==> src/hw/twowire_target_pkg.sv <==
// Register map, field positions, reset values and pin settings of the two-wire target port
package twowire_target_pkg;
	// Register addresses on the special function register bus
	localparam logic [7:0] ADDR_INT_ENABLE_ONE = 8'ha9;
	localparam logic [7:0] ADDR_OWN_ADDRESS    = 8'he9;
	localparam logic [7:0] ADDR_CONTROL_FLAGS  = 8'hea;
	localparam logic [7:0] ADDR_FIRST_RX_BYTE  = 8'heb;
	localparam logic [7:0] ADDR_SECOND_RX_TX   = 8'hec;

	// Field positions
	localparam int BIT_GLOBAL_IRQ_EN  = 6;
	localparam int BIT_PORT_ENABLE    = 0;
	localparam int BIT_HOST_IRQ_EN    = 7;
	localparam int BIT_TX_DONE_IE     = 6;
	localparam int BIT_RX_SECOND_IE   = 5;
	localparam int BIT_RX_FIRST_IE    = 4;
	localparam int BIT_TX_DONE_FLAG   = 2;
	localparam int BIT_RX_SECOND_FLAG = 1;
	localparam int BIT_RX_FIRST_FLAG  = 0;

	// Reset values
	localparam logic [7:0] RESET_INT_ENABLE_ONE = 8'h00;
	localparam logic [7:0] RESET_OWN_ADDRESS    = 8'h64;
	localparam logic [7:0] RESET_CONTROL_FLAGS  = 8'h04;
	localparam logic [7:0] RESET_DATA_BYTE      = 8'h00;

	// Pin function settings required for target operation
	localparam logic [3:0] SCL_MODE_MASK  = 4'hb;
	localparam logic [3:0] SCL_MODE_VALUE = 4'h1;
	localparam logic [3:0] SDA_MODE_VALUE = 4'h0;

	// Serial framing
	localparam int         BYTE_BITS      = 8;
	localparam logic [3:0] BIT_COUNT_FULL = 4'h8;
	localparam logic [1:0] MAX_RX_BYTES   = 2'h2;
endpackage

==> src/hw/twowire_sync.sv <==
// Two flip-flop synchroniser for one asynchronous input
module twowire_sync
(
	// Clock and reset
	input  wire logic clk,
	input  wire logic rst,
	// Data
	input  wire logic async_in,
	output logic      sync_out
);
	logic meta_q;

	always_ff @(posedge clk or posedge rst)
	begin
		if (rst)
		begin
			meta_q   <= 1'b1;
			sync_out <= 1'b1;
		end
		else
		begin
			meta_q   <= async_in;
			sync_out <= meta_q;
		end
	end
endmodule

==> src/hw/twowire_target_port.sv <==
// Two-wire serial target port with its special function registers
// Notes on behaviour
// - Global two-wire interrupt enable gates every interrupt request of this port.
// - Address register bits 7..1 hold own address; only matching transactions answered.
// - Address register bit 0 enables the target port.
// - Control bit 6 enables the transmit-done interrupt.
// - Control bit 5 enables the second-byte-received interrupt.
// - Control bit 4 enables the first-byte-received interrupt.
// - Control bit 2 set by hardware after a byte is sent; resets to one.
// - Control bit 1 set when second received byte is captured.
// - Control bit 0 set when first received byte is captured.
// - Writing zero clears a flag; writing one leaves it unchanged.
// - Read-only register returns the first received byte.
// - Reading the shared data register returns the second received byte.
// - Writing the shared data register loads the byte to send, kept separately.
// - After an addressed write start, accept one or two data bytes in order.
// - After an addressed read start, return exactly one data byte.
module twowire_target_port
	import twowire_target_pkg::*;
(
	// Clock and reset
	input  wire logic       SYS_CLK,
	input  wire logic       RST,
	// Special function register bus
	input  wire logic [7:0] SFR_ADDR,
	input  wire logic [7:0] SFR_WDATA,
	input  wire logic       SFR_WE,
	input  wire logic       SFR_RE,
	output logic      [7:0] SFR_RDATA,
	// Pin function settings
	input  wire logic [3:0] SCL_PIN_FUNCTION_SELECT,
	input  wire logic       SCL_PORT_LATCH,
	input  wire logic [3:0] SDA_PIN_FUNCTION_SELECT,
	input  wire logic       SDA_PORT_LATCH,
	// Bus pins
	input  wire logic       SCL_I,
	input  wire logic       SDA_I,
	output logic            SDA_O,
	output logic            SDA_OE,
	// Processor side
	output logic            TWOWIRE_IRQ,
	output logic            HOST_SIDE_IRQ_ENABLE
);
	typedef enum logic [2:0] {
		ST_IDLE, ST_ADDR, ST_ADDR_ACK, ST_RX, ST_RX_ACK, ST_TX, ST_TX_ACK, ST_IGNORE
	} bus_state_e;

	bus_state_e state_q, state_d;
	logic [3:0] cnt_q, cnt_d;
	logic [7:0] shift_q, shift_d;
	logic       low_q, low_d;
	logic       rw_q, rw_d;
	logic [1:0] byte_idx_q, byte_idx_d;
	logic [7:0] rx_first_byte_q, rx_first_byte_d;
	logic [7:0] rx_second_byte_q, rx_second_byte_d;
	logic [7:0] tx_byte_q;
	logic       set_tx_done, set_rx_first, set_rx_second;

	logic       twowire_global_irq_enable_q;
	logic [6:0] own_bus_address_q;
	logic       target_port_enable_q;
	logic       host_side_irq_enable_q;
	logic       tx_done_irq_enable_q, rx_second_irq_enable_q, rx_first_irq_enable_q;
	logic       tx_done_flag_q, rx_second_flag_q, rx_first_flag_q;
	logic [7:0] rdata_q;

	// Pin synchronisation and edge detection
	logic scl_s, sda_s, scl_prev_q, sda_prev_q;

	twowire_sync u_sync_scl
	(
		.clk      (SYS_CLK),
		.rst      (RST),
		.async_in (SCL_I),
		.sync_out (scl_s)
	);

	twowire_sync u_sync_sda
	(
		.clk      (SYS_CLK),
		.rst      (RST),
		.async_in (SDA_I),
		.sync_out (sda_s)
	);

	wire scl_rise   = scl_s & ~scl_prev_q;
	wire scl_fall   = ~scl_s & scl_prev_q;
	wire start_cond = scl_s & scl_prev_q & sda_prev_q & ~sda_s;
	wire stop_cond  = scl_s & scl_prev_q & ~sda_prev_q & sda_s;
	wire byte_full  = (cnt_q == BIT_COUNT_FULL);

	wire pins_ok = ((SCL_PIN_FUNCTION_SELECT & SCL_MODE_MASK) == SCL_MODE_VALUE) & SCL_PORT_LATCH
		& (SDA_PIN_FUNCTION_SELECT == SDA_MODE_VALUE) & SDA_PORT_LATCH;
	wire active = pins_ok & target_port_enable_q;
	wire addr_match = (shift_q[7:1] == own_bus_address_q);

	// Register decode
	wire wr_inte = SFR_WE & (SFR_ADDR == ADDR_INT_ENABLE_ONE);
	wire wr_addr = SFR_WE & (SFR_ADDR == ADDR_OWN_ADDRESS);
	wire wr_ctrl = SFR_WE & (SFR_ADDR == ADDR_CONTROL_FLAGS);
	wire wr_data = SFR_WE & (SFR_ADDR == ADDR_SECOND_RX_TX);

	wire [7:0] rd_inte = {1'b0, twowire_global_irq_enable_q, 6'h00};
	wire [7:0] rd_addr = {own_bus_address_q, target_port_enable_q};
	wire [7:0] rd_ctrl = {host_side_irq_enable_q, tx_done_irq_enable_q, rx_second_irq_enable_q,
		rx_first_irq_enable_q, 1'b0, tx_done_flag_q, rx_second_flag_q, rx_first_flag_q};
	wire [7:0] rd_mux  = (SFR_ADDR == ADDR_INT_ENABLE_ONE) ? rd_inte :
		(SFR_ADDR == ADDR_OWN_ADDRESS)   ? rd_addr :
		(SFR_ADDR == ADDR_CONTROL_FLAGS) ? rd_ctrl :
		(SFR_ADDR == ADDR_FIRST_RX_BYTE) ? rx_first_byte_q :
		(SFR_ADDR == ADDR_SECOND_RX_TX)  ? rx_second_byte_q :
		8'h00;

	// A write of one never sets a flag, and a hardware set beats a same-cycle clear
	wire tx_done_flag_d   = set_tx_done
		| (tx_done_flag_q & ~(wr_ctrl & ~SFR_WDATA[BIT_TX_DONE_FLAG]));
	wire rx_second_flag_d = set_rx_second
		| (rx_second_flag_q & ~(wr_ctrl & ~SFR_WDATA[BIT_RX_SECOND_FLAG]));
	wire rx_first_flag_d  = set_rx_first
		| (rx_first_flag_q & ~(wr_ctrl & ~SFR_WDATA[BIT_RX_FIRST_FLAG]));

	wire irq_any = (tx_done_flag_q & tx_done_irq_enable_q)
		| (rx_second_flag_q & rx_second_irq_enable_q)
		| (rx_first_flag_q & rx_first_irq_enable_q);

	assign TWOWIRE_IRQ          = irq_any & twowire_global_irq_enable_q;
	assign HOST_SIDE_IRQ_ENABLE = host_side_irq_enable_q;
	assign SFR_RDATA            = rdata_q;
	assign SDA_O                = 1'b0;
	assign SDA_OE               = low_q;

	// Bus state machine; bits are sampled on rising clock and data changes after falling clock
	always_comb
	begin
		state_d          = state_q;
		cnt_d            = cnt_q;
		shift_d          = shift_q;
		low_d            = low_q;
		rw_d             = rw_q;
		byte_idx_d       = byte_idx_q;
		rx_first_byte_d  = rx_first_byte_q;
		rx_second_byte_d = rx_second_byte_q;
		set_tx_done      = 1'b0;
		set_rx_first     = 1'b0;
		set_rx_second    = 1'b0;
		if (!active)
		begin
			state_d = ST_IDLE;
			low_d   = 1'b0;
		end
		else if (start_cond)
		begin
			state_d    = ST_ADDR;
			cnt_d      = 4'h0;
			low_d      = 1'b0;
			byte_idx_d = 2'h0;
		end
		else if (stop_cond)
		begin
			state_d = ST_IDLE;
			low_d   = 1'b0;
		end
		else
		begin
			case (state_q)
				ST_ADDR, ST_RX:
				begin
					if (scl_rise && !byte_full)
					begin
						shift_d = {shift_q[6:0], sda_s};
						cnt_d   = cnt_q + 4'h1;
					end
					else if (scl_fall && byte_full && state_q == ST_ADDR)
					begin
						if (addr_match)
						begin
							state_d = ST_ADDR_ACK;
							low_d   = 1'b1;
							rw_d    = shift_q[0];
						end
						else
							state_d = ST_IGNORE;
					end
					else if (scl_fall && byte_full)
					begin
						if (byte_idx_q < MAX_RX_BYTES)
						begin
							state_d    = ST_RX_ACK;
							low_d      = 1'b1;
							byte_idx_d = byte_idx_q + 2'h1;
							if (byte_idx_q == 2'h0)
							begin
								rx_first_byte_d = shift_q;
								set_rx_first    = 1'b1;
							end
							else
							begin
								rx_second_byte_d = shift_q;
								set_rx_second    = 1'b1;
							end
						end
						else
							state_d = ST_IGNORE;
					end
				end
				ST_ADDR_ACK:
				begin
					if (scl_fall && rw_q)
					begin
						state_d = ST_TX;
						shift_d = tx_byte_q;
						low_d   = ~tx_byte_q[BYTE_BITS-1];
						cnt_d   = 4'h1;
					end
					else if (scl_fall)
					begin
						state_d = ST_RX;
						low_d   = 1'b0;
						cnt_d   = 4'h0;
					end
				end
				ST_RX_ACK:
				begin
					if (scl_fall)
					begin
						state_d = ST_RX;
						low_d   = 1'b0;
						cnt_d   = 4'h0;
					end
				end
				ST_TX:
				begin
					if (scl_fall && byte_full)
					begin
						state_d = ST_TX_ACK;
						low_d   = 1'b0;
					end
					else if (scl_fall)
					begin
						low_d   = ~shift_q[BYTE_BITS-2];
						shift_d = {shift_q[6:0], 1'b0};
						cnt_d   = cnt_q + 4'h1;
					end
				end
				ST_TX_ACK:
				begin
					// One byte per read; the controller's answer bit is not needed
					if (scl_rise)
					begin
						set_tx_done = 1'b1;
						state_d     = ST_IGNORE;
					end
				end
				default:
				begin
					state_d = state_q;
				end
			endcase
		end
	end

	always_ff @(posedge SYS_CLK or posedge RST)
	begin
		if (RST)
		begin
			state_q          <= ST_IDLE;
			cnt_q            <= 4'h0;
			shift_q          <= RESET_DATA_BYTE;
			low_q            <= 1'b0;
			rw_q             <= 1'b0;
			byte_idx_q       <= 2'h0;
			rx_first_byte_q  <= RESET_DATA_BYTE;
			rx_second_byte_q <= RESET_DATA_BYTE;
			scl_prev_q       <= 1'b1;
			sda_prev_q       <= 1'b1;
		end
		else
		begin
			state_q          <= state_d;
			cnt_q            <= cnt_d;
			shift_q          <= shift_d;
			low_q            <= low_d;
			rw_q             <= rw_d;
			byte_idx_q       <= byte_idx_d;
			rx_first_byte_q  <= rx_first_byte_d;
			rx_second_byte_q <= rx_second_byte_d;
			scl_prev_q       <= scl_s;
			sda_prev_q       <= sda_s;
		end
	end

	always_ff @(posedge SYS_CLK or posedge RST)
	begin
		if (RST)
		begin
			twowire_global_irq_enable_q <= RESET_INT_ENABLE_ONE[BIT_GLOBAL_IRQ_EN];
			own_bus_address_q           <= RESET_OWN_ADDRESS[7:1];
			target_port_enable_q        <= RESET_OWN_ADDRESS[BIT_PORT_ENABLE];
			host_side_irq_enable_q      <= RESET_CONTROL_FLAGS[BIT_HOST_IRQ_EN];
			tx_done_irq_enable_q        <= RESET_CONTROL_FLAGS[BIT_TX_DONE_IE];
			rx_second_irq_enable_q      <= RESET_CONTROL_FLAGS[BIT_RX_SECOND_IE];
			rx_first_irq_enable_q       <= RESET_CONTROL_FLAGS[BIT_RX_FIRST_IE];
			tx_done_flag_q              <= RESET_CONTROL_FLAGS[BIT_TX_DONE_FLAG];
			rx_second_flag_q            <= RESET_CONTROL_FLAGS[BIT_RX_SECOND_FLAG];
			rx_first_flag_q             <= RESET_CONTROL_FLAGS[BIT_RX_FIRST_FLAG];
			tx_byte_q                   <= RESET_DATA_BYTE;
			rdata_q                     <= RESET_DATA_BYTE;
		end
		else
		begin
			if (wr_inte)
				twowire_global_irq_enable_q <= SFR_WDATA[BIT_GLOBAL_IRQ_EN];
			if (wr_addr)
			begin
				own_bus_address_q    <= SFR_WDATA[7:1];
				target_port_enable_q <= SFR_WDATA[BIT_PORT_ENABLE];
			end
			if (wr_ctrl)
			begin
				host_side_irq_enable_q <= SFR_WDATA[BIT_HOST_IRQ_EN];
				tx_done_irq_enable_q   <= SFR_WDATA[BIT_TX_DONE_IE];
				rx_second_irq_enable_q <= SFR_WDATA[BIT_RX_SECOND_IE];
				rx_first_irq_enable_q  <= SFR_WDATA[BIT_RX_FIRST_IE];
			end
			if (wr_data)
				tx_byte_q <= SFR_WDATA;
			tx_done_flag_q   <= tx_done_flag_d;
			rx_second_flag_q <= rx_second_flag_d;
			rx_first_flag_q  <= rx_first_flag_d;
			if (SFR_RE)
				rdata_q <= rd_mux;
		end
	end
endmodule

==> config.mk <==
export PLATFORM = sky130hd
export DESIGN_NAME = twowire_target_port
export DESIGN_NICKNAME = d
export VERILOG_FILES = /design/src/hw/twowire_target_pkg.sv /design/src/hw/twowire_sync.sv /design/src/hw/twowire_target_port.sv
export SDC_FILE = /design/constraint.sdc
export NUM_CORES = 1
export LEC_CHECK = 0
export BUFFER_PORTS_ARGS = -buffer_cell sky130_fd_sc_hd__buf_2
export CORE_ASPECT_RATIO = 0.75
export CORE_MARGIN = 1
export CORE_UTILIZATION = 50
export DETAILED_ROUTE_END_ITERATION = 8
export GPL_TIMING_DRIVEN = 0
export PLACE_DENSITY = 0.85
export SETUP_SLACK_MARGIN = 0.4
export SLEW_MARGIN = 10
export SYNTH_ARGS = -nofsm -noshare
export SYNTH_HDL_FRONTEND = slang
export SYNTH_SLANG_ARGS = --single-unit
==> constraint.sdc <==
create_clock -name SYS_CLK -period 2.4 [get_ports SYS_CLK]
set_clock_uncertainty 0.05 [all_clocks]
set_input_delay 0.48 -clock SYS_CLK [delete_from_list [all_inputs] [get_ports SYS_CLK]]
set_output_delay 0.48 -clock SYS_CLK [all_outputs]
set_load 0.05 [all_outputs]
# ---- Yosys cells after proc, flatten, opt, wreduce, memory -nomap -nowiden
# Index checks and enable logic that the tools add are counted.
dict set report op_classes {
  n_eq_ne 33
  n_mux 74
  n_reduce_logical 21
  bitwise 47
  n_lt_le_gt_ge 1
  n_addsub 2
}
# cell n
set ops {}
lappend ops {{8-bit two-way mux} 9}
lappend ops {{8-bit equality test, second input constant} 5}
lappend ops {{1-bit two-way mux} 35}
lappend ops {{3-bit two-way mux} 11}
lappend ops {{4-bit two-way mux} 7}
lappend ops {{1-bit AND} 25}
lappend ops {{6-bit inequality test, second input constant} 4}
lappend ops {{8-bit case mux with 3 select lines} 1}
lappend ops {{9-bit AND reduction} 2}
lappend ops {{1-bit inverter} 17}
lappend ops {{2-bit two-way mux} 8}
lappend ops {{4-bit case mux with 4 select lines} 1}
lappend ops {{5-bit inequality test, second input constant} 3}
lappend ops {{3-bit case mux with 5 select lines} 1}
lappend ops {{2-bit inequality test, second input constant} 7}
lappend ops {{7-bit AND reduction} 2}
lappend ops {{6-bit AND reduction} 2}
lappend ops {{3-bit equality test, second input constant} 3}
lappend ops {{3-bit inequality test, second input constant} 3}
lappend ops {{8-bit by 3-bit inequality test with 1-bit output, second input constant} 1}
lappend ops {{8-bit AND reduction} 1}
lappend ops {{7-bit equality test} 1}
lappend ops {{7-bit by 3-bit inequality test with 1-bit output, second input constant} 1}
lappend ops {{3-bit by 1-bit equality test with 1-bit output, second input constant} 2}
lappend ops {{16 further kinds} 26}
dict set report totals {
  out_inout_bits 12
  register_bits 73
  input_bits 32
}

# ---- Depth between registers and ports, before layout
dict set report depth {
  ltp_word 11
  ltp_mapped 7
  ltp_nobuf 7
}

# ---- By module
# From an unflattened synthesis, not the netlist that was laid out.
dict set report hier_totals {
  cells_unflattened 361
  area_unflattened_um2 4017.6
}
# mod seq_area_each_um2 cells_each area_per_inst_um2 instances
set by_module_without_submodules {}
lappend by_module_without_submodules {twowire_target_port 1734.2 355 3905.0 1}
lappend by_module_without_submodules {twowire_sync 52.6 3 56.3 2}

# ---- Worst setup path before layout
# No wires, ideal clock.
dict set report synth_timing {
  path_type {input-to-reg}
  startpoint {in SFR_ADDR[4]}
  endpoint {reg own_bus_address_q[0]}
  n_path_buf 2
  arrival_ps 1919
  path_stages 6
  setup_slack_ps 306
  setup_ps 125
  path_cell_list {nand4b_4 or4_1 buf_2 or2_1 buf_6 mux2_4}
}
dict set report synth_between {
  elab_chain_len 2
}
# element line_no
set synth_rtl {}
lappend synth_rtl {{start, declared} twowire_target_port.sv:25} ;# input wire logic [7:0] SFR_ADDR,
lappend synth_rtl {{8-bit equality test} twowire_target_port.sv:99} ;# wire wr_addr = SFR_WE & (SFR_ADDR == ADDR_OWN_ADDRESS);
lappend synth_rtl {{1-bit AND} twowire_target_port.sv:99}
lappend synth_rtl {{end signal, assigned} twowire_target_port.sv:297} ;# own_bus_address_q <= RESET_OWN_ADDRESS[7:1];
lappend synth_rtl {{end signal, assigned} twowire_target_port.sv:315} ;# own_bus_address_q <= SFR_WDATA[7:1];
lappend synth_rtl {{end, declared} twowire_target_port.sv:60} ;# logic [6:0] own_bus_address_q;
# No other way between the ends.
# A chain may end at the register's enable or synchronous reset.

# ---- Final worst setup path
dict set report layout_timing {
  startpoint {reg cnt_q[0]}
  endpoint {reg shift_q[3]}
}
dict set report layout_between {
  elab_chain_len 5
}
# element line_no
set layout_rtl {}
lappend layout_rtl {{start, declared} twowire_target_port.sv:49} ;# logic [3:0] cnt_q, cnt_d;
lappend layout_rtl {{start signal, assigned} twowire_target_port.sv:280} ;# cnt_q <= cnt_d;
lappend layout_rtl {{4-bit equality test *} twowire_target_port.sv:90} ;# wire byte_full = (cnt_q == BIT_COUNT_FULL);
lappend layout_rtl {{1-bit zero test} twowire_target_port.sv:168} ;# if (scl_rise && !byte_full)
lappend layout_rtl {{1-bit logical AND} twowire_target_port.sv:168}
lappend layout_rtl {{2-bit inequality test (no source line)} -}
lappend layout_rtl {{8-bit AND reduction (no source line) *} -}
lappend layout_rtl {{end signal, assigned} twowire_target_port.sv:281} ;# shift_q <= shift_d;
lappend layout_rtl {{end, declared} twowire_target_port.sv:50} ;# logic [7:0] shift_q, shift_d;
# Every way passes the cells marked *; elsewhere a longest branch is shown, timed or not.

==> metrics.txt <==
# TYPE chip_impl_metric gauge
chip_impl_info{name="status",value="complete, no violations"} 1
chip_impl_metric{name="power-per-cell-area",unit="nW/um2"} 492
chip_impl_metric{name="clock_tree.htree_level_count",unit=""} 3
chip_impl_metric{name="netlist_instances",unit=""} 339
chip_impl_metric{name="die_h",unit="um"} 78.2
chip_impl_metric{name="reg2reg_setup_slack",unit="ns"} 0.31
chip_impl_metric{name="clkTransAtPathRegs",unit="ns"} 0.08
chip_impl_metric{name="syn-num-nets",unit=""} 376
chip_impl_metric{name="synth.avg_cell_area",unit="um2"} 11.4
chip_impl_info{name="root_buffer",value="sky130_fd_sc_hd__clkbuf_8"} 1
chip_impl_info{name="final_cell_mix",value="sky130_fd_sc_hd__dfrtp_1, sky130_fd_sc_hd__buf_2, sky130_fd_sc_hd__mux2_2, sky130_fd_sc_hd__buf_4, sky130_fd_sc_hd__nand2_1"} 1
chip_impl_info{name="worst_hold_startpoint",value="SCL_I"} 1
chip_impl_info{name="hold-path-endpoint",value="u_sync_scl.meta_q$_DFF_PP1_"} 1
chip_impl_info{name="synth_top_flop_cell",value="sky130_fd_sc_hd__dfrtp_1"} 1
chip_impl_metric{name="setup_violations",unit=""} 0
chip_impl_metric{name="power_leakage",unit="nW"} 2.35
chip_impl_metric{name="cts-root-to-sink-buffers",unit=""} 2
chip_impl_metric{name="async_reset_ff_share",unit="%"} 100
chip_impl_info{name="worst_hold_path_type",value="input pin to flop"} 1
chip_impl_metric{name="routabilityCongestion",unit=""} 0.877
chip_impl_metric{name="critical_path_required",unit="ns"} 2.58
chip_impl_metric{name="number_of_buffers_added_by_the_clock_tree_synthesis_step",unit=""} 9
chip_impl_metric{name="layout.nets",unit=""} 449
chip_impl_metric{name="std_cell_rows",unit=""} 27
chip_impl_metric{name="timing.critical_path.fanout_max",unit=""} 5
chip_impl_info{name="launching_point_of_the_worst_reg2reg_path",value="cnt_q[0]$_DFFE_PP0P_"} 1
chip_impl_metric{name="dp_hpwl",unit="mm"} 6.70
chip_impl_metric{name="grt_pass1_wl",unit="mm"} 15.9
chip_impl_metric{name="synth_seq_cells",unit=""} 73
chip_impl_metric{name="syn-cell-area",unit="um2"} 3870
chip_impl_metric{name="finalHoldViolations",unit=""} 0
chip_impl_metric{name="max_cap_violations",unit=""} 0
chip_impl_metric{name="power.total",unit="mW"} 2.37
chip_impl_metric{name="groute.layer.met1.usage",unit="%"} 33.8
chip_impl_metric{name="post-route-cell-area",unit="um2"} 4810
chip_impl_metric{name="cts_hold_repair.buffers",unit=""} 0
chip_impl_metric{name="grt_pass1_vias",unit=""} 3089
chip_impl_metric{name="totalWireLength",unit="mm"} 9.98
chip_impl_metric{name="area_growth",unit="%"} 24.2
chip_impl_metric{name="top_level_ports",unit=""} 44
chip_impl_metric{name="grt_antenna_before_repair",unit=""} 0
chip_impl_metric{name="fp.dieW",unit="um"} 104
chip_impl_info{name="layout.cells.most_common",value="sky130_fd_sc_hd__dfrtp_1"} 1
chip_impl_metric{name="gr-usage-all-layers",unit="%"} 25.4
chip_impl_metric{name="timing_max_transition_violations_final",unit=""} 0
chip_impl_info{name="regToRegEndpoint",value="shift_q[3]$_DFFE_PP0P_"} 1
chip_impl_info{name="timing.setup.critical_path_class",value="flop to flop"} 1
chip_impl_metric{name="routed-via-count",unit=""} 3170
chip_impl_metric{name="initial_utilization",unit="%"} 52.1
chip_impl_info{name="cp-start-kind",value="flop"} 1
chip_impl_metric{name="grt-ovfl-total",unit=""} 0
chip_impl_metric{name="detail_route.drc_violations",unit=""} 0
chip_impl_metric{name="antenna_cells_inserted",unit=""} 0
chip_impl_metric{name="grt_use_met2",unit="%"} 38.6
chip_impl_metric{name="clock-sinks",unit=""} 73
chip_impl_metric{name="drive_above_1_share",unit="%"} 46.8
chip_impl_info{name="cts_tree",value="done"} 1
chip_impl_info{name="gr-max-usage-layer",value="met2"} 1
chip_impl_metric{name="seq_area_frac_synth",unit="%"} 47.5
chip_impl_metric{name="post-route-min-period",unit="ns"} 2.09
chip_impl_metric{name="drt_iter0_markers",unit=""} 245
chip_impl_metric{name="ir_worst_vdd",unit="uV"} 239
chip_impl_metric{name="wire_per_inst",unit="um"} 19.3
chip_impl_metric{name="crit_arrival",unit="ns"} 2.27
chip_impl_metric{name="drt-vias-per-instance",unit=""} 6.12
chip_impl_metric{name="fp.dieArea",unit="um2"} 8110
chip_impl_metric{name="use_met3",unit="%"} 8.89
chip_impl_metric{name="min_period_over_period",unit="%"} 87.1
chip_impl_metric{name="ff2ff_path_depth",unit=""} 7
chip_impl_metric{name="design.core.area",unit="um2"} 7430
chip_impl_metric{name="drt_pass_1_iters",unit=""} 6
chip_impl_info{name="worst_setup_path_end_kind",value="flop"} 1
chip_impl_metric{name="drtAntennaViolNets",unit=""} 0
chip_impl_metric{name="grt_start_max_net_pins",unit=""} 40
chip_impl_metric{name="clkLatencyLatePin",unit="ns"} 0.35
chip_impl_metric{name="synth.lib_cells_used.distinct",unit=""} 63
chip_impl_metric{name="max_freq",unit="GHz"} 0.479
chip_impl_metric{name="placement.cell_area",unit="um2"} 4240
chip_impl_metric{name="timing.max_slew.rel_slack",unit="%"} 48.2
chip_impl_metric{name="timing.hold.worst_path_depth",unit=""} 1
chip_impl_metric{name="buffers_on_ports",unit=""} 41
chip_impl_metric{name="worst_pin_slew",unit="ns"} 0.771
chip_impl_metric{name="synth_enable_flop_cells",unit=""} 0
chip_impl_metric{name="yosys_warnings",unit=""} 0
chip_impl_metric{name="finish.cell_count_without_fillers",unit=""} 518
chip_impl_info{name="rsz0062_at_grt",value="yes"} 1
chip_impl_metric{name="post-place-cells",unit=""} 482
[cell type report]
cell class              instances  area (um2)
well taps                     101         126
clock inverters                 5        40.0
clock buffers                  11         141
inverters                      19        75.1
plain buffers                  13        97.6
fillers                       508        2620
repair buffers                 61         390
flip-flops and latches         73        1840
multi-input cells             235        2100
[cells in the mapped netlist, types with 3 or more instances]
master,n,share of area [%]
sky130_fd_sc_hd__o21ai_0,13,1.7
sky130_fd_sc_hd__a21oi_1,12,1.5
sky130_fd_sc_hd__o31ai_1,3,0.58
sky130_fd_sc_hd__o311ai_0,5,1.1
sky130_fd_sc_hd__a31oi_1,3,0.48
sky130_fd_sc_hd__inv_1,19,1.8
sky130_fd_sc_hd__nor3_1,3,0.39
sky130_fd_sc_hd__o221ai_1,5,1.1
sky130_fd_sc_hd__o22ai_1,9,1.5
sky130_fd_sc_hd__buf_2,5,0.65
sky130_fd_sc_hd__dfstp_2,10,6.8
sky130_fd_sc_hd__nand2_1,19,1.8
sky130_fd_sc_hd__a22oi_1,7,1.4
sky130_fd_sc_hd__or2_2,7,1.1
sky130_fd_sc_hd__dfrtp_1,63,41
sky130_fd_sc_hd__nor2_1,13,1.3
sky130_fd_sc_hd__clkbuf_1,5,0.48
sky130_fd_sc_hd__nor4_1,6,0.97
sky130_fd_sc_hd__xor2_1,7,1.6
sky130_fd_sc_hd__mux2_2,40,12
sky130_fd_sc_hd__ha_1,5,1.6
sky130_fd_sc_hd__mux2_4,12,4.6
sky130_fd_sc_hd__nor2b_1,4,0.65
sky130_fd_sc_hd__nand2b_1,8,1.3
sky130_fd_sc_hd__and4b_1,3,0.77
[how the worst max path moves through the flow]
| stage | start | to | slack [ns] |
|---|---|---|---|
| floorplan | SFR_ADDR[4] | own_bus_address_q[0]$_DFFE_PP0P_ | 0.31 |
| global placement | SFR_ADDR[4] | tx_byte_q[4]$_DFFE_PP0P_ | -0.11 |
| detailed placement | SFR_ADDR[4] | tx_byte_q[7]$_DFFE_PP0P_ | -0.13 |
| CTS | cnt_q[0]$_DFFE_PP0P_ | shift_q[3]$_DFFE_PP0P_ | 0.31 |
| global route | u_sync_scl.sync_out$_DFF_PP1_ | state_q[0]$_DFFE_PP0P_ | 0.24 |
| finish | cnt_q[0]$_DFFE_PP0P_ | shift_q[3]$_DFFE_PP0P_ | 0.31 |
[logic make-up (layout without fill, tap and decap cells)]
kind of cell | after synthesis | after routing | synth area share (%)
adder cells (fa/ha/maj) | 5 | 5 | 1.61
other | 1 | 1 | 0.0968
AND/OR/NAND/NOR | 93 | 94 | 15.4
flip-flops | 73 | 73 | 47.5
XOR/XNOR | 8 | 8 | 1.81
buffers and inverters | 32 | 109 | 3.75
AO/OA/AOI/OAI | 73 | 73 | 13.1
multiplexers | 54 | 54 | 16.8
[through the flow]
step	setup WS [ns]	utilization, %	TNS [ns]	hold WS (ns)
3_5_place_dp	-0.130	57.1	-2.32	0.298
4_1_cts	0.306	62.6	0	0.151
5_1_grt	0.236	64.7	0	0.143
2_1_floorplan	0.306	-	0	0.295
6_report	0.310	64.7	0	0.168
3_3_place_gp	-0.107	56.8	-0.852	0.296
[flip-flops by register name, indices dropped and copies added, names as in the netlist, 3 cells and up]
signal             cells
SFR_RDATA              8
cnt_q                  4
own_bus_address_q      7
rx_first_byte_q        8
rx_second_byte_q       8
shift_q                8
state_q                3
tx_byte_q              8
[layer usage]
layer	vias to the layer above	part of all wire, %	wire length [um]
met3	19	11	1080
met4	0	2.1	207
met1	1553	41	4090
met2	190	46	4610
li1	1408	-	-
met5	-	0	0
[report_power, final]
| group | switching (mW) | total, mW | internal (mW) | leakage (nW) |
|---|---|---|---|---|
| combinational | 0.114 | 0.194 | 0.0802 | 1.30 |
| sequential | 0.0236 | 1.28 | 1.26 | 0.959 |
| clock | 0.481 | 0.889 | 0.409 | 0.0822 |
[worst max-delay path, cell delays in order, from the launching register on]
cell and delay (ns):
sky130_fd_sc_hd__dfrtp_1 0.38, sky130_fd_sc_hd__inv_2 0.06, sky130_fd_sc_hd__ha_4 0.15, sky130_fd_sc_hd__and3b_2 0.20
sky130_fd_sc_hd__or3_4 0.37, sky130_fd_sc_hd__a21oi_4 0.21, sky130_fd_sc_hd__nand4b_4 0.21, sky130_fd_sc_hd__mux2_4 0.35
[what timing repair did]
action	CTS	global route
buffers inserted	9	10
endpoints found under the setup margin	40	42
cloned	1	0
pin swaps	7	6
gates resized for setup	29	30
No activity file was read; power rests on OpenSTA's default activity.
